`src/include/long_decode_defs.svh`:
```
// Constants for the four-byte opcode decoder and state-count model
`ifndef LONG_DECODE_DEFS_SVH
`define LONG_DECODE_DEFS_SVH

`define PFX_CTRL_LOAD     16'h0140
`define PFX_SMUL          16'h01c0
`define PFX_SDIV          16'h01d0
`define PFX_LOGIC         16'h01f0
`define PFX_BIT_REG_RD    8'h7c
`define PFX_BIT_REG_WR    8'h7d
`define PFX_BIT_ABS_RD    8'h7e
`define PFX_BIT_ABS_WR    8'h7f
`define THIRD_SUB_RD6     4'h6
`define THIRD_SUB_RD7     4'h7
`define INV_BIT_POS       7
`define ST_ONCHIP_MEM     4'h2
`define ST_INTERNAL       4'h1
`define ST_IO8            4'h6
`define ST_IO8_BYTE       4'h3
`define ST_IO16           4'h3
`define ST_EXT8_2_WORD    4'h4
`define ST_EXT8_2_BYTE    4'h2
`define ST_EXT8_3_WORD    4'h6
`define ST_EXT8_3_BYTE    4'h3
`define ST_EXT16_2        4'h2
`define ST_EXT16_3        4'h3

`endif

```
`src/include/long_decode_pkg.sv`:
```
// Types for the four-byte opcode decoder
package long_decode_pkg;

	typedef enum logic [4:0] {
		OP_NONE, OP_LOAD_CONTROL_REGISTER, OP_SIGNED_MULTIPLY_EXTEND,
		OP_SIGNED_DIVIDE_EXTEND, OP_LONG_OR, OP_LONG_XOR, OP_LONG_AND,
		OP_BIT_TEST, OP_BIT_OR, OP_INV_BIT_OR, OP_BIT_XOR, OP_INV_BIT_XOR,
		OP_BIT_AND, OP_INV_BIT_AND, OP_BIT_LOAD, OP_INV_BIT_LOAD,
		OP_BIT_STORE, OP_INV_BIT_STORE, OP_BIT_SET, OP_BIT_INVERT, OP_BIT_CLEAR
	} op_type;

	typedef enum logic [2:0] {
		AREA_ONCHIP_MEM, AREA_IO_8BIT, AREA_IO_16BIT,
		AREA_EXT8_2STATE, AREA_EXT8_3STATE, AREA_EXT16_2STATE, AREA_EXT16_3STATE
	} area_type;

	typedef struct packed {
		logic [7:0] first_byte;
		logic [7:0] second_byte;
		logic [7:0] third_byte;
		logic [7:0] fourth_byte;
	} code_type;

	typedef struct packed {
		op_type     op;
		logic       valid;
		logic       uses_reg;
		logic [2:0] addr_reg;
		logic       uses_abs;
		logic [7:0] abs_addr;
		logic [2:0] bit_num;
	} decode_type;

	typedef struct packed {
		logic [7:0] fetch;
		logic [7:0] branch_read;
		logic [7:0] stack;
		logic [7:0] byte_data;
		logic [7:0] word_data;
		logic [7:0] internal;
	} cycles_type;

	typedef struct packed {
		area_type fetch_area;
		area_type branch_area;
		area_type stack_area;
		area_type data_area;
		logic [3:0] waits;
	} areas_type;

endpackage : long_decode_pkg

```
`src/design/long_decode.sv`:
```
// Four-byte opcode decoder and execution state-count model
//
// How it works
// - fourth high nibble MSB 0 picks plain bit op
// - fourth high nibble MSB 1 picks inverted variant
// - register prefixes take register field as pointer
// - absolute prefixes take second byte as address
// - states equal sum of cycles times states
// - states per cycle follow bus width, access
// - fetch, data and internal cycles counted separately
`include "long_decode_defs.svh"

module long_decode
	import long_decode_pkg::*;
#(
	parameter int STATE_W = 16
) (
	input  wire logic               SYS_CLK_IN,
	input  wire logic               SRST_IN,
	input  wire code_type           CODE_IN,
	input  wire cycles_type         CYCLES_IN,
	input  wire areas_type          AREAS_IN,
	output decode_type              DECODE_OUT,
	output logic [STATE_W-1:0]      STATES_OUT
);

	if (STATE_W < 16) begin : g_state_w_check
		$error("STATE_W too small for the state sum");
	end

	// ----------------------------------------
	// Per-cycle state figures
	// ----------------------------------------
	function automatic logic [5:0] states_per(input area_type a, input logic is_word,
		input logic [3:0] m);
		logic [5:0] s;
		logic [5:0] w;
		w = 6'(m);
		s = 6'(`ST_ONCHIP_MEM);
		unique case (a)
			AREA_ONCHIP_MEM:   s = 6'(`ST_ONCHIP_MEM);
			AREA_IO_8BIT:      s = is_word ? 6'(`ST_IO8) : 6'(`ST_IO8_BYTE);
			AREA_IO_16BIT:     s = 6'(`ST_IO16);
			AREA_EXT8_2STATE:  s = is_word ? 6'(`ST_EXT8_2_WORD) : 6'(`ST_EXT8_2_BYTE);
			AREA_EXT8_3STATE:  s = is_word ? 6'(`ST_EXT8_3_WORD) + (w << 1)
			                               : 6'(`ST_EXT8_3_BYTE) + w;
			AREA_EXT16_2STATE: s = 6'(`ST_EXT16_2);
			AREA_EXT16_3STATE: s = 6'(`ST_EXT16_3) + w;
			default:           s = 6'(`ST_ONCHIP_MEM);
		endcase
		return s;
	endfunction : states_per

	function automatic logic [STATE_W-1:0] mul(input logic [7:0] c, input logic [5:0] s);
		return STATE_W'(c) * STATE_W'(s);
	endfunction : mul

	// ----------------------------------------
	// Decode
	// ----------------------------------------
	decode_type dec_d;
	decode_type dec_q;
	logic       inv;
	logic [3:0] ch;

	always_comb begin
		dec_d          = '0;
		dec_d.op       = OP_NONE;
		inv            = CODE_IN.fourth_byte[`INV_BIT_POS];
		ch             = CODE_IN.third_byte[7:4];
		dec_d.bit_num  = CODE_IN.fourth_byte[6:4];
		if ({CODE_IN.first_byte, CODE_IN.second_byte} == `PFX_CTRL_LOAD) begin
			if (CODE_IN.third_byte[7:4] == 4'h6 && CODE_IN.third_byte[3]
				&& CODE_IN.third_byte[0]) begin
				dec_d.op = OP_LOAD_CONTROL_REGISTER;
			end
		end else if ({CODE_IN.first_byte, CODE_IN.second_byte} == `PFX_SMUL) begin
			if (CODE_IN.third_byte[7:4] == 4'h5 && CODE_IN.third_byte[3:2] == 2'h0
				&& !CODE_IN.third_byte[0]) begin
				dec_d.op = OP_SIGNED_MULTIPLY_EXTEND;
			end
		end else if ({CODE_IN.first_byte, CODE_IN.second_byte} == `PFX_SDIV) begin
			if (CODE_IN.third_byte[7:4] == 4'h5 && CODE_IN.third_byte[3:2] == 2'h0
				&& CODE_IN.third_byte[0]) begin
				dec_d.op = OP_SIGNED_DIVIDE_EXTEND;
			end
		end else if ({CODE_IN.first_byte, CODE_IN.second_byte} == `PFX_LOGIC) begin
			if (CODE_IN.third_byte[7:4] == 4'h6) begin
				unique case (CODE_IN.third_byte[3:0])
					4'h4:    dec_d.op = OP_LONG_OR;
					4'h5:    dec_d.op = OP_LONG_XOR;
					4'h6:    dec_d.op = OP_LONG_AND;
					default: dec_d.op = OP_NONE;
				endcase
			end
		end else if (CODE_IN.first_byte[7:2] == 6'(`PFX_BIT_REG_RD >> 2)
			&& (CODE_IN.first_byte[1] || CODE_IN.second_byte[3:0] == 4'h0)) begin
			if (!CODE_IN.first_byte[1]) begin
				dec_d.uses_reg = 1'b1;
				dec_d.addr_reg = CODE_IN.second_byte[6:4];
			end else begin
				dec_d.uses_abs = 1'b1;
				dec_d.abs_addr = CODE_IN.second_byte;
			end
			if (!CODE_IN.first_byte[0]) begin
				unique case ({ch == `THIRD_SUB_RD7, CODE_IN.third_byte[3:0]})
					5'h03, 5'h13: dec_d.op = OP_BIT_TEST;
					5'h14: dec_d.op = inv ? OP_INV_BIT_OR  : OP_BIT_OR;
					5'h15: dec_d.op = inv ? OP_INV_BIT_XOR : OP_BIT_XOR;
					5'h16: dec_d.op = inv ? OP_INV_BIT_AND : OP_BIT_AND;
					5'h17: dec_d.op = inv ? OP_INV_BIT_LOAD : OP_BIT_LOAD;
					default: dec_d.op = OP_NONE;
				endcase
			end else begin
				unique case (CODE_IN.third_byte[3:0])
					4'h0: dec_d.op = OP_BIT_SET;
					4'h1: dec_d.op = OP_BIT_INVERT;
					4'h2: dec_d.op = OP_BIT_CLEAR;
					4'h7: dec_d.op = (ch == `THIRD_SUB_RD6)
						? (inv ? OP_INV_BIT_STORE : OP_BIT_STORE) : OP_NONE;
					default: dec_d.op = OP_NONE;
				endcase
			end
			if (ch != `THIRD_SUB_RD6 && ch != `THIRD_SUB_RD7) dec_d.op = OP_NONE;
		end
		dec_d.valid = (dec_d.op != OP_NONE);
	end

	// ----------------------------------------
	// State count
	// ----------------------------------------
	logic [STATE_W-1:0] states_d;
	logic [STATE_W-1:0] states_q;

	always_comb begin
		states_d = mul(CYCLES_IN.fetch,
				states_per(AREAS_IN.fetch_area, 1'b1, AREAS_IN.waits))
			+ mul(CYCLES_IN.branch_read,
				states_per(AREAS_IN.branch_area, 1'b1, AREAS_IN.waits))
			+ mul(CYCLES_IN.stack,
				states_per(AREAS_IN.stack_area, 1'b1, AREAS_IN.waits))
			+ mul(CYCLES_IN.byte_data,
				states_per(AREAS_IN.data_area, 1'b0, AREAS_IN.waits))
			+ mul(CYCLES_IN.word_data,
				states_per(AREAS_IN.data_area, 1'b1, AREAS_IN.waits))
			+ mul(CYCLES_IN.internal, 6'(`ST_INTERNAL));
	end

	always_ff @(posedge SYS_CLK_IN) begin
		if (SRST_IN) begin
			dec_q    <= '0;
			states_q <= '0;
		end else begin
			dec_q    <= dec_d;
			states_q <= states_d;
		end
	end

	assign DECODE_OUT = dec_q;
	assign STATES_OUT = states_q;

	// ----------------------------------------
	// Checks
	// ----------------------------------------
	a_plain_bit_load: assert property (@(posedge SYS_CLK_IN) disable iff (SRST_IN)
		(CODE_IN.first_byte == 8'h7c && CODE_IN.third_byte == 8'h77
		&& CODE_IN.second_byte[3:0] == 4'h0 && !CODE_IN.fourth_byte[7])
		|=> DECODE_OUT.op == OP_BIT_LOAD)
		else $error("plain bit load not selected");
	a_inv_bit_load: assert property (@(posedge SYS_CLK_IN) disable iff (SRST_IN)
		(CODE_IN.first_byte == 8'h7c && CODE_IN.third_byte == 8'h77
		&& CODE_IN.second_byte[3:0] == 4'h0 && CODE_IN.fourth_byte[7])
		|=> DECODE_OUT.op == OP_INV_BIT_LOAD)
		else $error("inverted bit load not selected");
	a_reg_field_taken: assert property (@(posedge SYS_CLK_IN) disable iff (SRST_IN)
		(CODE_IN.first_byte == 8'h7d && CODE_IN.second_byte[3:0] == 4'h0)
		|=> DECODE_OUT.uses_reg && DECODE_OUT.addr_reg == $past(CODE_IN.second_byte[6:4]))
		else $error("register field not taken");
	a_abs_addr_taken: assert property (@(posedge SYS_CLK_IN) disable iff (SRST_IN)
		(CODE_IN.first_byte == 8'h7f && CODE_IN.second_byte[3:0] == 4'h0)
		|=> DECODE_OUT.uses_abs && DECODE_OUT.abs_addr == $past(CODE_IN.second_byte))
		else $error("absolute address not taken");
	a_onchip_sum: assert property (@(posedge SYS_CLK_IN) disable iff (SRST_IN)
		(AREAS_IN.fetch_area == AREA_ONCHIP_MEM && CYCLES_IN.branch_read == 8'h00
		&& CYCLES_IN.stack == 8'h00 && CYCLES_IN.byte_data == 8'h00
		&& CYCLES_IN.word_data == 8'h00)
		|=> STATES_OUT == STATE_W'(2 * $past(CYCLES_IN.fetch) + $past(CYCLES_IN.internal)))
		else $error("state sum wrong");
	a_io8_byte: assert property (@(posedge SYS_CLK_IN) disable iff (SRST_IN)
		(AREAS_IN.data_area == AREA_IO_8BIT && CYCLES_IN.fetch == 8'h00
		&& CYCLES_IN.branch_read == 8'h00 && CYCLES_IN.stack == 8'h00
		&& CYCLES_IN.word_data == 8'h00 && CYCLES_IN.internal == 8'h00)
		|=> STATES_OUT == STATE_W'(3 * $past(CYCLES_IN.byte_data)))
		else $error("byte access states wrong");
	a_internal_only: assert property (@(posedge SYS_CLK_IN) disable iff (SRST_IN)
		(CYCLES_IN.fetch == 8'h00 && CYCLES_IN.branch_read == 8'h00
		&& CYCLES_IN.stack == 8'h00 && CYCLES_IN.byte_data == 8'h00
		&& CYCLES_IN.word_data == 8'h00)
		|=> STATES_OUT == STATE_W'($past(CYCLES_IN.internal)))
		else $error("internal cycles miscounted");
	a_smul_map: assert property (@(posedge SYS_CLK_IN) disable iff (SRST_IN)
		({CODE_IN.first_byte, CODE_IN.second_byte} == 16'h01c0
		&& CODE_IN.third_byte[7:4] == 4'h5 && CODE_IN.third_byte[3:2] == 2'h0
		&& !CODE_IN.third_byte[0])
		|=> DECODE_OUT.op == OP_SIGNED_MULTIPLY_EXTEND && DECODE_OUT.valid)
		else $error("signed multiply not mapped");
	a_ldc_odd_column: assert property (@(posedge SYS_CLK_IN) disable iff (SRST_IN)
		({CODE_IN.first_byte, CODE_IN.second_byte} == `PFX_CTRL_LOAD
		&& CODE_IN.third_byte[7:4] == 4'h6 && CODE_IN.third_byte[3]
		&& CODE_IN.third_byte[0])
		|=> DECODE_OUT.op == OP_LOAD_CONTROL_REGISTER)
		else $error("control register load not mapped");
	a_long_or_map: assert property (@(posedge SYS_CLK_IN) disable iff (SRST_IN)
		({CODE_IN.first_byte, CODE_IN.second_byte} == `PFX_LOGIC
		&& CODE_IN.third_byte == 8'h64)
		|=> DECODE_OUT.op == OP_LONG_OR)
		else $error("long or not mapped");
	a_inv_bit_store: assert property (@(posedge SYS_CLK_IN) disable iff (SRST_IN)
		(CODE_IN.first_byte == 8'h7d && CODE_IN.third_byte == 8'h67
		&& CODE_IN.second_byte[3:0] == 4'h0 && CODE_IN.fourth_byte[7])
		|=> DECODE_OUT.op == OP_INV_BIT_STORE)
		else $error("inverted bit store not selected");
	a_abs_any_addr: assert property (@(posedge SYS_CLK_IN) disable iff (SRST_IN)
		(CODE_IN.first_byte == 8'h7e && CODE_IN.third_byte == 8'h73)
		|=> DECODE_OUT.op == OP_BIT_TEST
		&& DECODE_OUT.abs_addr == $past(CODE_IN.second_byte))
		else $error("absolute bit test address not taken");

endmodule : long_decode

```
`config.mk`:
```
export PLATFORM = sky130hd
export DESIGN_NAME = long_decode
export DESIGN_NICKNAME = d
export VERILOG_FILES = /design/src/include/long_decode_pkg.sv /design/src/design/long_decode.sv
export VERILOG_INCLUDE_DIRS = /design/src /design/src/include
export SDC_FILE = /design/constraint.sdc
export NUM_CORES = 1
export LEC_CHECK = 0
export ABC_AREA = 1
export BUFFER_PORTS_ARGS = -buffer_cell sky130_fd_sc_hd__buf_4
export CORE_MARGIN = 8
export CORE_UTILIZATION = 50
export DETAILED_ROUTE_END_ITERATION = 12
export HOLD_SLACK_MARGIN = 0.08
export MAX_ROUTING_LAYER = met4
export PLACE_DENSITY = 0.71
export SLEW_MARGIN = 15
export SYNTH_ARGS = -nofsm -noshare
export SYNTH_HDL_FRONTEND = slang
export SYNTH_SLANG_ARGS = --single-unit
```
`constraint.sdc`:
```
create_clock -name SYS_CLK_IN -period 10.5 [get_ports SYS_CLK_IN]
set_input_delay 2.1 -clock SYS_CLK_IN [delete_from_list [all_inputs] [get_ports SYS_CLK_IN]]
set_output_delay 2.1 -clock SYS_CLK_IN [all_outputs]
set_load 0.02 [all_outputs]
```
# Word-level counts from Yosys, hierarchy flattened
# Cells that the tools add are included.
dict set report totals {
  regBits 38
  input_bits 98
  output_inout_bits 38
  elab_cells 110
}
dict set report op_classes {
  addsub 7
  n_mul 5
  n_eq_ne 42
  mux 27
  bitwise_logic 2
  reduce_logical 19
}
# op n
set op_table {}
lappend op_table {{6-bit case mux with 5 select lines} 4}
lappend op_table {{8-bit by 6-bit multiplier with 14-bit output} 5}
lappend op_table {{16-bit by 9-bit == test with 1-bit output (second input constant)} 4}
lappend op_table {{5-bit 2-to-1 mux} 8}
lappend op_table {{16-bit by 14-bit adder with 16-bit output} 2}
lappend op_table {{4-bit by 3-bit == test with 1-bit output (second input constant)} 7}
lappend op_table {{5-bit == test (second input constant)} 5}
lappend op_table {{3-bit by 2-bit == test with 1-bit output (second input constant)} 8}
lappend op_table {{3-bit == test (second input constant)} 8}
lappend op_table {{4-bit case mux with 5 select lines} 1}
lappend op_table {{5-bit case mux with 4 select lines} 1}
lappend op_table {{15-bit by 14-bit adder with 16-bit output} 1}
lappend op_table {{16-bit by 8-bit adder with 16-bit output} 1}
lappend op_table {{14-bit by 14-bit adder with 15-bit output} 1}
lappend op_table {{7-bit OR reduction} 2}
lappend op_table {{3-bit by 1-bit == test with 1-bit output (second input constant)} 4}
lappend op_table {{5-bit case mux with 2 select lines} 1}
lappend op_table {{9-bit 2-to-1 mux} 1}
lappend op_table {{3-bit case mux with 3 select lines} 1}
lappend op_table {{4-bit zero test} 2}
lappend op_table {{4-bit by 3-bit != test with 1-bit output (second input constant)} 2}
lappend op_table {{1-bit logical AND} 7}
lappend op_table {{3-bit by 5-bit adder with 6-bit output (first input constant)} 1}
lappend op_table {{6-bit by 5-bit == test with 1-bit output (second input constant)} 1}
lappend op_table {{other kinds (15)} 24}

# Depth between registers and ports, before layout
dict set report depth {
  depth_word 12
  ltp_mapped 32
}

# Worst setup path after synthesis
# No wires, ideal clock.
dict set report synth_timing {
  path_type {input to register}
  startpoint {input AREAS_IN[0] (netlist name)}
  endpoint {register states_q[11] (netlist: STATES_OUT[11])}
  setup_ps 113
  arrival_ps 8328
  required_time_ps 10387
  slack_ps 2059
  stages 30
  path_cell_list {buf_6 -> inv_1 -> ha_1 -> xnor2_2 -> nand2_1 -> o21ai_1 -> a21oi_2 -> inv_2 -> nand2_1 -> fa_1 -> inv_1 -> fa_1 -> inv_1 -> fa_1 -> fa_1 -> inv_1 -> fa_1 -> inv_1 -> fa_1 -> fa_1 -> fa_1 -> inv_1 -> ha_1 -> nand2_1 -> o21ai_0 -> a21oi_1 -> o21ai_0 -> nand2_1 -> nand2_1 -> nor2_1}
}
dict set report synth_via {
  elab_chain_cells 8
  elab_cells_between_ends 17
}
# element line_no
set synth_lines {}
lappend synth_lines {{start, declared} long_decode.sv:22} ;# input wire areas_type AREAS_IN,
lappend synth_lines {{3-bit by 5-bit adder with 6-bit output or 2-bit by 4-bit adder with 5-bit output (tied branches)} {long_decode.sv:45, long_decode.sv:46, long_decode.sv:48}}
lappend synth_lines {{6-bit case mux with 5 select lines} long_decode.sv:40} ;# unique case (a)
lappend synth_lines {{8-bit by 6-bit multiplier with 14-bit output} long_decode.sv:55} ;# return STATE_W'(c) * STATE_W'(s);
lappend synth_lines {{14-bit by 14-bit adder with 15-bit output} long_decode.sv:138} ;# + mul(CYCLES_IN.branch_read,
lappend synth_lines {{15-bit by 14-bit adder with 16-bit output} long_decode.sv:140} ;# + mul(CYCLES_IN.stack,
lappend synth_lines {{16-bit by 14-bit adder with 16-bit output} long_decode.sv:142} ;# + mul(CYCLES_IN.byte_data,
lappend synth_lines {{16-bit by 14-bit adder with 16-bit output (*)} long_decode.sv:144} ;# + mul(CYCLES_IN.word_data,
lappend synth_lines {{16-bit by 8-bit adder with 16-bit output (*)} long_decode.sv:136} ;# states_d = mul(CYCLES_IN.fetch,
lappend synth_lines {{end signal, assigned} long_decode.sv:155} ;# states_q <= states_d;
lappend synth_lines {{end, declared} long_decode.sv:133} ;# logic [STATE_W-1:0] states_q;
# Mark *: on every way between the ends. The rest lies on a longest branch, timed or not.
# A chain may end at the register's enable or synchronous reset.

# Final worst setup path
dict set report layout_timing {
  startpoint {input AREAS_IN[0] (netlist name)}
  endpoint {register states_q[14] (netlist: STATES_OUT[14])}
}
# Same word-level chain as after synthesis.

==> out/metrics.csv <==
stage;metric;value;unit
setup_path;arrival;9350;ps
yosys;synth_nets;1684;
sta;fmax;109;MHz
floorplanning;die_w;158;um
setup_path;slowest_delay;590;ps
sta;layout_setup_ws;1350;ps
route;routed_wl;25100;um
sta;whs;2020;ps
route;post-route-drc-count;0;
clocking;clockBufferDepth;2;
sta;fin_crit_sh;87.2;%
route;drt_pass1_iterations;5;
yosys;synthArstFlopShare;0;%
finish;instances_no_fill;1683;
outcome;outcome;finished, final reports clean;
finish;antenna_cells;0;
clocking;htreeDepth;2;
clocking;numCtsBuffers;5;
hold_path;worstHoldPathType;input port to register;
floorplanning;std_cell_rows;51;
setup_path;critPathMostFrequentCell;fa_1;
route;ant_nets;0;
yosys;synth_edf_count;0;
yosys;netlist_area;10000;um^2
clocking;cts_hold_buf;0;
floorplanning;core_area;19600;um^2
route;drt-wirelength-per-cell;14.9;um
floorplanning;initial_core_util;51.1;%
finish;drive_above_1_share;12.9;%
sta;setup_viol;0;
sta;finalSetupTns;0;ps
sta;max-slew-margin-rel;48.8;%
sta;min_period;9150;ps
setup_path;criticalPathCategory;input port to register;
setup_path;worstSetupEndpointType;register;
yosys;avgSynthCellArea;7.80;um^2
global_routing;antenna_found_initial;0;
clocking;clk_pin_slew;60;ps
yosys;ys_warn_count;0;
route;vias_per_cell;4.84;
global_routing;grt_usage;22.3;%
clocking;cts_tree;yes;
finish;layout_common_cells;inv_1 (386), nand2_1 (215), fa_1 (210), nor2_1 (194), buf_4 (131);
setup_path;crit_path_max_fanout;8;
setup_path;crit_path_start_kind;input port;
yosys;seq_area_frac_synth;7.59;%
route;num_vias;8138;
finish;final_common_cell;inv_1;
yosys;synthFlopType;dfxtp_1;
place;dp.cells;1675;
global_routing;grt_pass1_vias;8570;
global_routing;grt_max_degree;14;
sta;hold_viol;0;
job;max-cap-violations;0;
clocking;numClockSinks;38;
global_routing;overflow;0;
route;initialDrtViolationCount;498;
place;portBuffers;131;
place;gp_congestion;0.918;
floorplanning;fp.dieArea;24800;um^2
floorplanning;die_h;158;um
setup_path;path_cells;buf_4 -> inv_1 -> ha_1 -> inv_1 -> a221oi_2 -> inv_1 -> nand2_1 -> fa_1 -> fa_1 -> fa_1 -> inv_1 -> fa_1 -> fa_1 -> fa_1 -> fa_1 -> fa_1 -> ha_1 -> inv_1 -> o21ai_0 -> nand4_1 -> nand4_1 -> o21ai_0 -> a21oi_1;
sta;tightest_slew;764;ps
clocking;cts_resized;0;
setup_path;required;10700;ps
finish;area.sequential;761;um^2
finish;nets;1817;
floorplanning;ios;136;
sta;slew_viol_final;0;
place;place_hpwl;23400;um
clocking;post-cts-setup-buffers;0;
sta;rsz0062_at_grt;no;
finish;multiInputGateArea;7710;um^2
yosys;syn_inst;1284;
setup_path;cp_top_family;adder cells;
global_routing;grt_pass1_wl;42200;um
finish;fillerInstances;1831;
finish;syn_to_final_growth;14.3;%
clocking;root_buffer;clkbuf_16;
yosys;ys_ff_latch;38;
place;pre_cts_ws;1100;ps
setup_path;crit_path_top_delay_cell;fa_1;
yosys;ys_types;44;
setup_path;critPathBufInv;6;
==> layer usage <==
metal	share of wire (%)	vias up	routed length, um	track usage (%)
li1	-	3941	-	-
met1	43	3905	10900	29.5
met2	48	258	12100	36.0
met3	6.2	34	1550	2.74
met4	2.3	0	571	5.39
met5	0	-	0	-
==> area by class of cell <==
| cell class | instances | share of cell area (%) |
|---|---|---|
| well taps | 265 | 2.90 |
| clock inverters | 3 | 0.186 |
| multi-input cells | 838 | 67.3 |
| clock buffers | 5 | 1.09 |
| repair buffers | 131 | 8.59 |
| flip-flops and latches | 38 | 6.64 |
| inverters | 403 | 13.3 |
==> worst min-delay path: stages <==
cell and delay, ps:
buf_4 80, inv_1 30, nor2_1 60
==> state kept, by name, indices dropped and copies added (netlist names) <==
name,cells
DECODE_OUT,22
STATES_OUT,16
==> synth_stat cells, types with 2 or more instances <==
cell type / n / area (um^2)
nor2_2: 4 / 25.0
a21oi_2: 2 / 17.5
nand4_1: 4 / 25.0
or2_1: 2 / 12.5
nand3_1: 26 / 130
a21oi_1: 26 / 130
dfxtp_1: 38 / 761
o22ai_4: 2 / 40.0
nor3_1: 6 / 30.0
nand2_2: 6 / 37.5
o21ai_0: 20 / 100
inv_4: 2 / 12.5
inv_1: 386 / 1450
inv_2: 15 / 56.3
o21a_1: 3 / 22.5
nand2_1: 215 / 807
fa_1: 210 / 4200
nor2_1: 194 / 728
ha_1: 92 / 1150
o21ai_1: 3 / 15.0
nor2_4: 5 / 56.3
==> final timing paths <==
| path | depth (start not counted) | slack [ps] | end | from |
|---|---|---|---|---|
| hold / removal | 3 | 2020 | DECODE_OUT[0] | CODE_IN[4] |
| setup / recovery | 23 | 1350 | STATES_OUT[14] | AREAS_IN[0] |
==> through the flow <==
step                instance area (um^2)  util, %
floorplan                          10000        -
global placement                   11300     57.7
detailed placement                 11300     57.7
CTS                                11400     58.4
global route                       11400     58.4
finish                             11400     58.4
==> kinds of logic after synthesis <==
kind of cell	synth area share (%)
buffers and inverters	15.5
adder cells (fa/ha/maj)	53.5
AND/OR/NAND/NOR	18.9
XOR/XNOR	0.337
AO/OA/AOI/OAI	4.25
flip-flops	7.59
Power is left out: the tool's default activity adds up to more than one toggle a clock period on the data nets, which glitch-free logic cannot reach.
